[src/rtl/dout_pkg.sv]
// Package: register map, field layout, function codes and carriers for the output selector
//--------------------------------------------------------------------------
// How it works
// RULE1 - Each output line is active exactly while its selected condition is true.
// RULE2 - Active means stage energised; current function compares strictly above threshold.
// RULE3 - Function code unused keeps the line permanently de-energised.
// RULE4 - Zero speed is active while motor speed is below the zero speed zone.
// RULE5 - Torque above/below work only when control type is 3 or 4.
// RULE6 - Run is active whenever the power stage is enabled, at any speed.
// RULE7 - Ready is active only with no fault and no undervoltage.
// RULE8 - Each grouped fault-absence function is active when no fault of its group.
// RULE9 - Current loop OK is active while the analog loop is inside range.
// RULE10 - Network mode follows the value written by the remote master.
// RULE11 - Forward is active while turning forward, inactive in reverse.
// RULE12 - Pre-charge OK is active while the DC link exceeds pre-charge level.
// RULE13 - Fault is active on any fault; no-fault is its complement.
// RULE14 - Timer function exists only on relay outputs 2 and 3.
// RULE15 - Combined speed needs control type 4, speed and total reference above threshold.
// RULE16 - No alarm, and no fault with no alarm, functions.
// RULE17 - Expansion sensor functions need no overtemperature fault/alarm and no broken cable.
// RULE18 - Relay timer input must hold its new level for the on/off delay.
// RULE19 - Frequency functions compare output frequency with an adjustable threshold.
// RULE20 - Ride-through is active while ride-through is executing.
// RULE21 - Remote is active while the command source is remote.
// RULE22 - Speed above/below thresholds use a configurable hysteresis band.
// RULE23 - Frequency above clears only below threshold minus hysteresis.
// RULE24 - Conditions are evaluated every clock and outputs are registered.
//--------------------------------------------------------------------------
package dout_pkg;
   localparam int NUM_LINES = 5;
   localparam int FUNC_W = 6;
   // Register byte offsets
   localparam logic [7:0] FUNC_SEL_OFS = 8'h00;
   localparam logic [7:0] SPEED_PT_OFS = 8'h04;
   localparam logic [7:0] SPEED_CFG_OFS = 8'h08;
   localparam logic [7:0] LOAD_PT_OFS = 8'h0C;
   localparam logic [7:0] FREQ_PT_OFS = 8'h10;
   localparam logic [7:0] CTRL_OFS = 8'h14;
   localparam logic [7:0] RELAY2_DLY_OFS = 8'h18;
   localparam logic [7:0] RELAY3_DLY_OFS = 8'h1C;
   localparam logic [7:0] STATUS_OFS = 8'h20;
   // Field positions
   localparam int HI_FIELD_LSB = 16;
   localparam int CTRL_TYPE_LSB = 8;
   // Reset values
   localparam logic [31:0] FUNC_SEL_RST = 32'h0000_0000;
   localparam logic [31:0] SPEED_PT_RST = 32'h0708_0078;
   localparam logic [31:0] SPEED_CFG_RST = 32'h0012_0012;
   localparam logic [31:0] LOAD_PT_RST = 32'h0064_0064;
   localparam logic [31:0] FREQ_PT_RST = 32'h0014_0028;
   localparam logic [31:0] CTRL_RST = 32'h0000_0000;
   localparam logic [31:0] DELAY_RST = 32'h0000_0000;
   // Timing: delays count in tenths of a second
   localparam int CLK_PERIOD_NS = 8;
   localparam int DELAY_UNIT_NS = 100_000_000;
   localparam int DELAY_UNIT_CYCLES = DELAY_UNIT_NS / CLK_PERIOD_NS;
   // Function codes and control type values
   localparam logic [FUNC_W-1:0] F_UNUSED = 6'h00;
   localparam logic [FUNC_W-1:0] F_TIMER = 6'h1D;
   localparam logic [2:0] CT_VECTOR_SENSORLESS = 3'h3;
   localparam logic [2:0] CT_VECTOR_ENCODER = 3'h4;

   typedef struct packed {
      logic run;
      logic undervoltage;
      logic remote;
      logic forward;
      logic ride_through;
      logic precharge_ok;
      logic loop_ok;
      logic fault_any;
      logic alarm_any;
      logic overcurrent_fault;
      logic output_overcurrent_fault;
      logic line_unbalance_fault;
      logic link_undervoltage_fault;
      logic link_overvoltage_fault;
      logic phase_u_overtemp_fault;
      logic phase_v_overtemp_fault;
      logic phase_w_overtemp_fault;
      logic motor_overload_fault;
      logic safety_relay_fault;
      logic safe_torque_stop_state;
      logic sensor_overtemp_fault;
      logic sensor_overtemp_alarm;
      logic broken_cable_alarm;
   } drive_status_type;

   typedef struct packed {
      logic [15:0] motor_speed_reading;
      logic [15:0] speed_reference_reading;
      logic [15:0] total_reference;
      logic [15:0] motor_current_reading;
      logic [15:0] torque_reading;
      logic [11:0] motor_frequency_reading;
   } measure_type;
endpackage

[src/rtl/drive_digital_output_selector.sv]
// Selectable condition logic driving the five transistor/relay output lines
`timescale 1ns/1ns
`default_nettype none
module drive_digital_output_selector
   import dout_pkg::*;
#(
   parameter int unsigned TICK_CYCLES = DELAY_UNIT_CYCLES
)
(
   input wire logic pclk, // APB clock, 125 MHz
   input wire logic presetn, // Async reset, active low
   input wire logic psel, // APB select
   input wire logic penable, // APB access phase
   input wire logic pwrite, // APB direction
   input wire logic [7:0] paddr, // APB byte address
   input wire logic [31:0] pwdata, // APB write data
   input wire logic [3:0] pstrb, // APB byte strobes
   output logic [31:0] prdata, // APB read data
   output logic pready, // APB ready
   output logic pslverr, // APB error, unmapped address
   input wire drive_status_type status, // Drive states, same clock
   input wire measure_type meas, // Measurements, same clock
   input wire logic [1:0] timer_control_input, // Pins steering relay 2/3 timers
   output logic [NUM_LINES-1:0] output_line // High energises the stage
);

   //------------------------------------------------------------------------
   // Register bus
   //------------------------------------------------------------------------
   logic [31:0] func_q, speed_pt_q, speed_cfg_q, load_pt_q, freq_pt_q, ctrl_q;
   logic [31:0] rly2_q, rly3_q;
   logic [NUM_LINES-1:0] line_q, line_d;
   logic [1:0] relay_q;

   wire [31:0] wmask = {{8{pstrb[3]}}, {8{pstrb[2]}}, {8{pstrb[1]}}, {8{pstrb[0]}}};
   wire wr_en = psel & penable & pwrite;
   wire sel_func = paddr == FUNC_SEL_OFS;
   wire sel_spt = paddr == SPEED_PT_OFS;
   wire sel_scfg = paddr == SPEED_CFG_OFS;
   wire sel_load = paddr == LOAD_PT_OFS;
   wire sel_freq = paddr == FREQ_PT_OFS;
   wire sel_ctrl = paddr == CTRL_OFS;
   wire sel_r2 = paddr == RELAY2_DLY_OFS;
   wire sel_r3 = paddr == RELAY3_DLY_OFS;
   wire sel_stat = paddr == STATUS_OFS;
   wire mapped = sel_func | sel_spt | sel_scfg | sel_load | sel_freq | sel_ctrl | sel_r2 |
      sel_r3 | sel_stat;
   wire [31:0] status_word = {25'h0, relay_q, line_q};

   // Zero wait state slave; the error flag only matters in the access phase
   assign pready = 1'b1;
   assign pslverr = psel & penable & ~mapped;

   function automatic logic [31:0] merge(input logic [31:0] old, input logic [31:0] nw,
      input logic [31:0] m);
      merge = (old & ~m) | (nw & m);
   endfunction

   always_ff @(posedge pclk or negedge presetn)
   begin
      if (!presetn)
      begin
         func_q <= FUNC_SEL_RST;
         speed_pt_q <= SPEED_PT_RST;
         speed_cfg_q <= SPEED_CFG_RST;
         load_pt_q <= LOAD_PT_RST;
         freq_pt_q <= FREQ_PT_RST;
         ctrl_q <= CTRL_RST;
         rly2_q <= DELAY_RST;
         rly3_q <= DELAY_RST;
      end
      else if (wr_en)
      begin
         if (sel_func) func_q <= merge(func_q, pwdata, wmask);
         if (sel_spt) speed_pt_q <= merge(speed_pt_q, pwdata, wmask);
         if (sel_scfg) speed_cfg_q <= merge(speed_cfg_q, pwdata, wmask);
         if (sel_load) load_pt_q <= merge(load_pt_q, pwdata, wmask);
         if (sel_freq) freq_pt_q <= merge(freq_pt_q, pwdata, wmask);
         if (sel_ctrl) ctrl_q <= merge(ctrl_q, pwdata, wmask);
         if (sel_r2) rly2_q <= merge(rly2_q, pwdata, wmask);
         if (sel_r3) rly3_q <= merge(rly3_q, pwdata, wmask);
      end
   end

   // Read data registered during setup so it is stable in the access phase
   wire [31:0] rd_d = sel_func ? func_q : sel_spt ? speed_pt_q : sel_scfg ? speed_cfg_q :
      sel_load ? load_pt_q : sel_freq ? freq_pt_q : sel_ctrl ? ctrl_q : sel_r2 ? rly2_q :
      sel_r3 ? rly3_q : sel_stat ? status_word : 32'h0000_0000;

   always_ff @(posedge pclk or negedge presetn)
   begin
      if (!presetn)
         prdata <= 32'h0000_0000;
      else if (psel & ~penable)
         prdata <= rd_d;
   end

   //------------------------------------------------------------------------
   // Configuration fields
   //------------------------------------------------------------------------
   wire [15:0] speed_threshold_x = speed_pt_q[15:0];
   wire [15:0] speed_threshold_y = speed_pt_q[31:HI_FIELD_LSB];
   wire [15:0] zero_speed_zone = speed_cfg_q[15:0];
   wire [9:0] speed_hysteresis = speed_cfg_q[HI_FIELD_LSB+9:HI_FIELD_LSB];
   wire [15:0] current_threshold = load_pt_q[15:0];
   wire [15:0] torque_threshold = load_pt_q[31:HI_FIELD_LSB];
   wire [11:0] frequency_threshold = freq_pt_q[11:0];
   wire [11:0] frequency_hysteresis = freq_pt_q[HI_FIELD_LSB+11:HI_FIELD_LSB];
   wire [NUM_LINES-1:0] network_output_value = ctrl_q[NUM_LINES-1:0];
   wire [2:0] control_type_select = ctrl_q[CTRL_TYPE_LSB+2:CTRL_TYPE_LSB];
   wire vector_mode = (control_type_select == CT_VECTOR_SENSORLESS) |
      (control_type_select == CT_VECTOR_ENCODER);
   wire encoder_mode = control_type_select == CT_VECTOR_ENCODER;
   wire [15:0] spd = meas.motor_speed_reading;
   wire [11:0] frq = meas.motor_frequency_reading;

   //------------------------------------------------------------------------
   // Hysteresis comparators
   //------------------------------------------------------------------------
   logic above_x_q, below_y_q, freq_above_q;
   // Sums are one bit wider so a large band cannot wrap
   wire [16:0] spd_plus_h = {1'b0, spd} + {7'h00, speed_hysteresis};
   wire [16:0] ny_plus_h = {1'b0, speed_threshold_y} + {7'h00, speed_hysteresis};
   wire [12:0] frq_plus_h = {1'b0, frq} + {1'b0, frequency_hysteresis};
   wire above_x_d = (spd > speed_threshold_x) ? 1'b1 : // [RULE22]
      (spd_plus_h < {1'b0, speed_threshold_x}) ? 1'b0 : above_x_q;
   wire below_y_d = (spd < speed_threshold_y) ? 1'b1 : // [RULE22]
      ({1'b0, spd} > ny_plus_h) ? 1'b0 : below_y_q;
   wire freq_above_d = (frq > frequency_threshold) ? 1'b1 : // [RULE19]
      (frq_plus_h < {1'b0, frequency_threshold}) ? 1'b0 : freq_above_q; // [RULE23]

   always_ff @(posedge pclk or negedge presetn)
   begin
      if (!presetn)
      begin
         above_x_q <= 1'b0;
         below_y_q <= 1'b0;
         freq_above_q <= 1'b0;
      end
      else
      begin
         above_x_q <= above_x_d;
         below_y_q <= below_y_d;
         freq_above_q <= freq_above_d;
      end
   end

   //------------------------------------------------------------------------
   // Condition vector indexed by function code
   //------------------------------------------------------------------------
   logic [63:0] cond;
   wire no_fault = ~status.fault_any;

   always_comb
   begin
      cond = 64'h0;
      cond[1] = meas.speed_reference_reading > speed_threshold_x;
      cond[2] = above_x_q; // [RULE22]
      cond[3] = below_y_q; // [RULE22]
      cond[5] = spd < zero_speed_zone; // [RULE4]
      cond[6] = meas.motor_current_reading > current_threshold; // [RULE2]
      cond[7] = meas.motor_current_reading < current_threshold;
      cond[8] = vector_mode & (meas.torque_reading > torque_threshold); // [RULE5]
      cond[9] = vector_mode & (meas.torque_reading < torque_threshold); // [RULE5]
      cond[10] = status.remote; // [RULE21]
      cond[11] = status.run; // [RULE6]
      cond[12] = no_fault & ~status.undervoltage; // [RULE7]
      cond[13] = no_fault; // [RULE13]
      cond[14] = ~status.overcurrent_fault; // [RULE8]
      cond[15] = ~status.output_overcurrent_fault; // [RULE8]
      cond[16] = ~(status.line_unbalance_fault | status.link_undervoltage_fault |
         status.link_overvoltage_fault); // [RULE8]
      cond[17] = ~(status.phase_u_overtemp_fault | status.phase_v_overtemp_fault |
         status.phase_w_overtemp_fault); // [RULE8]
      cond[18] = ~status.motor_overload_fault; // [RULE8]
      cond[19] = status.loop_ok; // [RULE9]
      cond[21] = status.forward; // [RULE11]
      cond[24] = status.ride_through; // [RULE20]
      cond[25] = status.precharge_ok; // [RULE12]
      cond[26] = status.fault_any; // [RULE13]
      cond[30] = encoder_mode & (spd > speed_threshold_x) &
         (meas.total_reference > speed_threshold_x); // [RULE15]
      cond[31] = freq_above_q; // [RULE19]
      cond[32] = freq_above_q; // [RULE19]
      cond[33] = status.safe_torque_stop_state;
      cond[34] = ~status.safety_relay_fault; // [RULE8]
      cond[35] = ~status.alarm_any; // [RULE16]
      cond[36] = no_fault & ~status.alarm_any; // [RULE16]
      cond[38] = ~status.sensor_overtemp_fault; // [RULE17]
      cond[39] = ~status.sensor_overtemp_alarm; // [RULE17]
      cond[40] = ~status.broken_cable_alarm; // [RULE17]
      cond[41] = ~status.sensor_overtemp_alarm & ~status.broken_cable_alarm; // [RULE17]
      cond[42] = ~status.sensor_overtemp_fault & ~status.broken_cable_alarm; // [RULE17]
   end

   //------------------------------------------------------------------------
   // Relay timers for lines 2 and 3
   //------------------------------------------------------------------------
   logic [1:0] di_meta_q, di_sync_q;
   logic [1:0][23:0] sub_q;
   logic [1:0][11:0] tenths_q;

   // Pins are asynchronous to pclk
   always_ff @(posedge pclk or negedge presetn)
   begin
      if (!presetn)
      begin
         di_meta_q <= 2'h0;
         di_sync_q <= 2'h0;
      end
      else
      begin
         di_meta_q <= timer_control_input;
         di_sync_q <= di_meta_q;
      end
   end

   genvar k;
   generate
      for (k = 0; k < 2; k++)
      begin : g_timer
         wire [31:0] dly_reg = (k == 0) ? rly2_q : rly3_q;
         wire [11:0] dly = relay_q[k] ? dly_reg[HI_FIELD_LSB+11:HI_FIELD_LSB] : dly_reg[11:0];
         wire pending = di_sync_q[k] != relay_q[k];
         wire done = tenths_q[k] >= dly;
         wire tick = sub_q[k] == 24'(TICK_CYCLES - 1);
         always_ff @(posedge pclk or negedge presetn)
         begin
            if (!presetn)
            begin
               relay_q[k] <= 1'b0;
               sub_q[k] <= 24'h0;
               tenths_q[k] <= 12'h0;
            end
            else if (!pending || done)
            begin
               // A reversal before the delay ends restarts the count
               if (pending) relay_q[k] <= di_sync_q[k]; // [RULE18]
               sub_q[k] <= 24'h0;
               tenths_q[k] <= 12'h0;
            end
            else if (tick)
            begin
               sub_q[k] <= 24'h0;
               tenths_q[k] <= tenths_q[k] + 12'h1;
            end
            else
               sub_q[k] <= sub_q[k] + 24'h1;
         end
      end
   endgenerate

   //------------------------------------------------------------------------
   // Output selection
   //------------------------------------------------------------------------
   genvar i;
   generate
      for (i = 0; i < NUM_LINES; i++)
      begin : g_line
         wire [FUNC_W-1:0] code = func_q[i*FUNC_W +: FUNC_W];
         wire timer_ok = (i == 1) | (i == 2); // [RULE14]
         wire tmr = timer_ok ? relay_q[(i == 2) ? 1 : 0] : 1'b0;
         assign line_d[i] = (code == F_UNUSED) ? 1'b0 : // [RULE3]
            (code == 6'h14) ? network_output_value[i] : // [RULE10]
            (code == F_TIMER) ? tmr : cond[code]; // [RULE1] [RULE14]
      end
   endgenerate

   always_ff @(posedge pclk or negedge presetn)
   begin
      if (!presetn)
         line_q <= '0;
      else
         line_q <= line_d; // [RULE24]
   end

   assign output_line = line_q;
endmodule // drive_digital_output_selector
`default_nettype wire
[config.mk]
export PLATFORM = sky130hd
export DESIGN_NAME = drive_digital_output_selector
export DESIGN_NICKNAME = d
export VERILOG_FILES = /design/src/rtl/dout_pkg.sv /design/src/rtl/drive_digital_output_selector.sv
export SDC_FILE = /design/constraint.sdc
export NUM_CORES = 1
export LEC_CHECK = 0
export BUFFER_PORTS_ARGS = -buffer_cell sky130_fd_sc_hd__buf_2
export CORE_ASPECT_RATIO = 1.25
export CORE_UTILIZATION = 40
export CTS_BUF_LIST = sky130_fd_sc_hd__clkbuf_2 sky130_fd_sc_hd__clkbuf_4 sky130_fd_sc_hd__clkbuf_8
export DETAILED_ROUTE_END_ITERATION = 10
export HOLD_SLACK_MARGIN = 0.1
export PLACE_DENSITY_LB_ADDON = 0.25
export REMOVE_ABC_BUFFERS = 1
export SLEW_MARGIN = 20
export SYNTH_ARGS = -nofsm -noshare
export SYNTH_HDL_FRONTEND = slang
export SYNTH_SLANG_ARGS = --single-unit
[constraint.sdc]
create_clock -name pclk -period 8.12 [get_ports pclk]
set_input_delay 0.406 -clock pclk [delete_from_list [all_inputs] [get_ports pclk]]
set_output_delay 0.406 -clock pclk [all_outputs]
set_load 0.05 [all_outputs]
=== Word level (Yosys, flattened, before mapping) ===
Cells that the tools add are included.

* Register bits after elaboration: 374
* Bits of input ports: 166
* Output and inout port bits: 39
* Logic and storage cells: 204

* Add/subtract/negate cells: 7
* $lt $le $gt $ge: 20
* Equal/unequal tests: 24
* Muxes and demuxes: 50
* Bitwise operators: 57
* Reductions and logical operators: 25

{| class="wikitable"
|+ Operators by type and width
! kind !! count
|-
| $and A32 B32 Y32 || 9
|-
| $mux W32 || 8
|-
| $or A32 B32 Y32 || 8
|-
| $mux W24 || 4
|-
| $gt A16 B16 Y1 || 5
|-
| $mux W12 || 6
|-
| $lt A16 B16 Y1 || 4
|-
| $eq A6 B5 Y1 const B || 10
|-
| $add A24 B1 Y24 const B || 2
|-
| $eq A24 B24 Y1 const B || 2
|-
| $lt A6 B7 Y1 const B || 5
|-
| $add A16 B10 Y17 || 2
|-
| $eq A8 B5 Y1 const B || 4
|-
| $not A32 Y32 || 1
|-
| $bmux W1 S6 || 5
|-
| $logic_not A6 Y1 || 5
|-
| $mux W1 || 26
|-
| $add A12 B1 Y12 const B || 2
|-
| $ge A12 B12 Y1 || 2
|-
| $reduce_and A2 Y1 || 10
|-
| $gt A16 B17 Y1 || 1
|-
| $lt A17 B16 Y1 || 1
|-
| $eq A8 B4 Y1 const B || 2
|-
| $not A1 Y1 || 14
|-
| 15 further kinds || 45
|}

=== Longest topological paths before layout ===
* Word-level depth: 11
* Depth in mapped cells: 18
* Gate-level depth less buffers: 18

=== Worst setup path after synthesis ===
No wires, ideal clock.

* Path type: register -> register
* From: register (tool-made name)
* To: register below_y_q
* Setup time: 87 ps
* Arrival time: 3,255 ps
* Required time: 8,033 ps
* Slack: 4,779 ps
* Cell stages (with the launch flop): 17
* Buffers on the path: 0
* Cell sequence: dfrtp_1 ha_1 fa_1 a21o_1 a21oi_1 nor2b_1 o21ai_0 a21oi_1 a21oi_1 nor3_1 xnor2_1 ha_1 a2111oi_0 o211ai_1 o211ai_1 a21oi_1 o211ai_1

{| class="wikitable"
|+ RTL lines
! what !! RTL line !! source
|-
| end signal, assigned || drive_digital_output_selector.sv:143 || <nowiki>below_y_q <= below_y_d;</nowiki>
|-
| end, declared || drive_digital_output_selector.sv:120 || <nowiki>logic above_x_q, below_y_q, freq_above_q;</nowiki>
|}

=== Final worst setup path ===
* From: register relay_q[0], in the netlist g_line[1].tmr
* To: register sub_q[13] (netlist bit)

* Longest elaborated chain between the ends: 4
* Elaborated cells between the ends (all ways): 6
* Those cells by class: order compare (1); eq/ne (1); mux (2); reduce/logical (2)

{| class="wikitable"
|+ RTL lines
! what !! RTL line !! source
|-
| start, declared || drive_digital_output_selector.sv:33 || <nowiki>logic [1:0] relay_q;</nowiki>
|-
| start signal, assigned by index || drive_digital_output_selector.sv:238 || <nowiki>if (pending) relay_q[k] <= di_sync_q[k];</nowiki>
|-
| $mux W12 or $ne A1 B1 Y1 (tied branches) || drive_digital_output_selector.sv:223, drive_digital_output_selector.sv:224 ||
|-
| $ge A12 B12 Y1 or $logic_not A1 Y1 (tied branches) || drive_digital_output_selector.sv:225, drive_digital_output_selector.sv:235 ||
|-
| $logic_or A1 B1 Y1 * || drive_digital_output_selector.sv:235 || <nowiki>else if (!pending || done)</nowiki>
|-
| $mux W24 * || drive_digital_output_selector.sv:235 ||
|-
| end signal, assigned by index || drive_digital_output_selector.sv:248 || <nowiki>sub_q[k] <= sub_q[k] + 24'h1;</nowiki>
|-
| end, declared || drive_digital_output_selector.sv:200 || <nowiki>logic [1:0][23:0] sub_q;</nowiki>
|}

Mark *: on every way between the ends. The rest lies on a longest branch, timed or not.
A chain may end at the register's enable or synchronous reset.

==> flow_metrics.py <==
metrics = {
    "clock_network": {
        "root_buffer": "clkbuf_8",
        "htreeDepth": 3,
        "cts_resized": 0,
        "clockBufferDepth": 3,
        "numClockSinks": 374,
        "clkTransAtPathRegs_ns": 0.06,
        "clk_latency_ns": 0.70,
        "tritoncts": "done",
        "numCtsBuffers": 69,
    },
    "grt": {
        "grtUsageMet1_pct": 33.25,
        "met3_usage_pct": 4.714,
        "grt_first_pass_wirelength_um": 131800,
        "grt_max_degree": 131,
        "grt_use_total_pct": 28.29,
        "gr-total-overflow": 0,
        "grt.met2_usage_pct": 46.90,
        "grt_pass1_vias": 20950,
        "antenna_found_initial": 4,
        "gr-max-usage-layer": "met2",
    },
    "cells_and_area": {
        "utilization_pct": 46.21,
        "stdcell_count": 3586,
        "drive_above_1_share_pct": 20.55,
        "nets": 3151,
        "area_growth_pct": 14.31,
    },
    "floorplan": {
        "die_x_um": 223.5,
        "coreArea_um2": 60660,
        "num_rows": 101,
        "dieArea_um2": 62300,
        "die_h_um": 278.8,
        "ios": 205,
        "start_util_pct": 40.42,
    },
    "power": {
        "p_comb_share_pct": 9.7,
        "p_int_mw": 3.104,
        "clkPwrFrac_pct": 45.5,
        "leakage_nw": 13.52,
        "power.density_nw_per_um2": 152.4,
        "ir_worst_vdd_mv": 0.1226,
        "switchingPower_mw": 1.169,
        "pwr-share-seq_pct": 44.9,
        "p_sw_share_pct": 27.36,
    },
    "routing": {
        "first_iter_violations": 1815,
        "first_pass_iters": 5,
        "ant_nets": 0,
        "via_per_inst": 5.905,
        "drc": 0,
        "vias": 21180,
        "post_drt_wl_per_cell_um": 24.58,
        "routed_wl_um": 88140,
    },
    "sta": {
        "maxSlewHeadroom_pct": 26.62,
        "fin_crit_sh_pct": 50.47,
        "hold_violations": 0,
        "report.final.slew_viol_count": 0,
        "worst_pin_slew_ns": 1.095,
        "setup_viol": 0,
        "fin_skew_ns": 0.05814,
        "post-route-min-period_ns": 4.099,
        "rsz0062_at_grt": "no",
        "max_freq_mhz": 244.0,
        "setup_ws_ns": 4.021,
        "setup-tns-final_ns": 0,
        "whs_ns": 0.1410,
    },
    "logic_synthesis": {
        "async_reset_ff_share_pct": 100.0,
        "yosysTopAreaCell": "dfrtp_1",
        "synthCells": 2539,
        "synth_cell_types": 86,
        "synth-edff-count": 0,
        "syn_area_um2": 24520,
        "synth_top_area_share_pct": 35.92,
        "ys.flop_type": "dfrtp_1",
        "synth.area.top_cells": "dfrtp_1 (36%), ha_1 (11%), mux2_2 (5.8%)",
        "yosys_register_bits": 374,
        "avgSynthCellArea_um2": 9.658,
        "ys_seq_area_share_pct": 38.28,
        "yosys_warnings": 0,
    },
    "placed_design": {
        "pre_cts_ws_ns": 4.004,
        "dp.cells": 3429,
        "post-dp-hpwl_um": 66800,
        "gp_congestion": 0.9652,
        "io_buffers": 203,
    },
    "setup_path": {
        "cp.required_ns": 8.62,
        "startpoint_type": "flop",
        "worstSetupEndpointType": "flop",
        "cp_max_fo": 24,
        "arrival_ns": 4.60,
        "path_class": "reg2reg",
    },
    "hold_path": {
        "hold_path.class": "in2reg",
    },
    "job": {
        "drv_cap": 0,
    },
    "run_status": {
        "status": "finished, final reports clean",
    },
}
-- Yosys cell counts (26+ instances only) --
library cell and n:
nand2_1 250, nand3_1 56, mux2i_1 57, xnor2_1 60, dfrtp_1 352, a21o_1 47
a21oi_1 159, a211oi_1 29, mux2_4 33, mux2_2 126, nor3_1 38, inv_1 137
o21ai_1 54, xor2_1 43, o21ai_0 157, nand4_1 40, mux2_1 27, buf_2 26
o211ai_1 27, nor2_1 170, clkbuf_1 63, ha_1 224
-- what timing repair did --
action	4_1_cts	5_1_grt
hold endpoints to repair	175	0
hold buffers	30	0
buffers inserted	0	0
-- per-stage QoR --
step	cell area, µm²	total power, mW
global route	28030	4.445
floorplan	24080	2.118
finish	28030	4.273
CTS	28030	4.313
detailed placement	26250	2.347
global placement	26240	2.336
-- layer usage --
metal,up-vias,wire length (µm)
met4,6,6631
li1,9697,-
met3,245,5298
met1,10400,33880
met2,834,42290
met5,-,43
-- cell type report --
type                    instances  area, µm²
well taps                     772      965.9
repair buffers                252       1481
clock inverters                25      212.7
multi-input cells            1922      14190
fillers                      5833      32630
clock buffers                 101       1265
diodes                          1      2.502
inverters                     139      521.8
flip-flops and latches        374       9387
-- worst paths after layout --
path,startpoint,to,cells past startpoint,slack [ns]
worst max register to register,g_line[1].tmr$_DFFE_PN0P_,sub_q[13]$_DFF_PN0_,10,4.02
worst min-delay path,pwdata[10],flop,3,0.14
worst max-delay path,g_line[1].tmr$_DFFE_PN0P_,sub_q[13]$_DFF_PN0_,10,4.02
min in group asynchronous,presetn,prdata[11]$_DFFE_PN0P_,2,0.39
worst min register to register,di_meta_q[0]$_DFF_PN0_,di_sync_q[0]$_DFF_PN0_,0,0.36
max in group asynchronous,presetn,output_line[0]$_DFF_PN0_,3,6.26
-- critical path, stage by stage, from the launching register on --
cell and delay (ns):
dfrtp_1 0.99, mux2_2 0.43, ha_1 0.27, nand2b_1 0.09
a21o_1 0.12, a21oi_1 0.06, o2111ai_1 0.20, a31oi_1 0.12
o211ai_1 0.77, or2_1 0.74, nor2_1 0.12
-- cells by family after synthesis --
group	after synthesis	synth area share, %
AO/OA/AOI/OAI	634	16.24
XOR/XNOR	103	3.679
adder cells (fa/ha/maj)	227	11.67
buffers and inverters	243	3.944
flip-flops	374	38.28
multiplexers	248	11.83
other	1	0.01529
AND/OR/NAND/NOR	709	14.33
-- power groups by stage --
stage	Sequential (mW)	Combinational, mW	Clock, mW
2_1_floorplan	1.95	0.167	0
6_report	1.92	0.413	1.94
3_3_place_gp	1.95	0.387	0
5_1_grt	1.92	0.450	2.08
4_1_cts	1.92	0.412	1.99
3_5_place_dp	1.95	0.398	0
-- placed cells by master, fill, tap and decap left out, types with 57 or more instances in the layout --
| cell | Yosys | routed |
|---|---|---|
| nor2_1 | 170 | 170 |
| ha_1 | 224 | 224 |
| inv_1 | 137 | 137 |
| xnor2_1 | 60 | 60 |
| mux2_2 | 126 | 126 |
| dfrtp_1 | 352 | 352 |
| mux2i_1 | 57 | 57 |
| clkbuf_8 | 0 | 81 |
| nand2_1 | 250 | 250 |
| a21oi_1 | 159 | 159 |
| buf_2 | 26 | 202 |
| o21ai_0 | 157 | 157 |
Power figures use the tool's default switching activity.
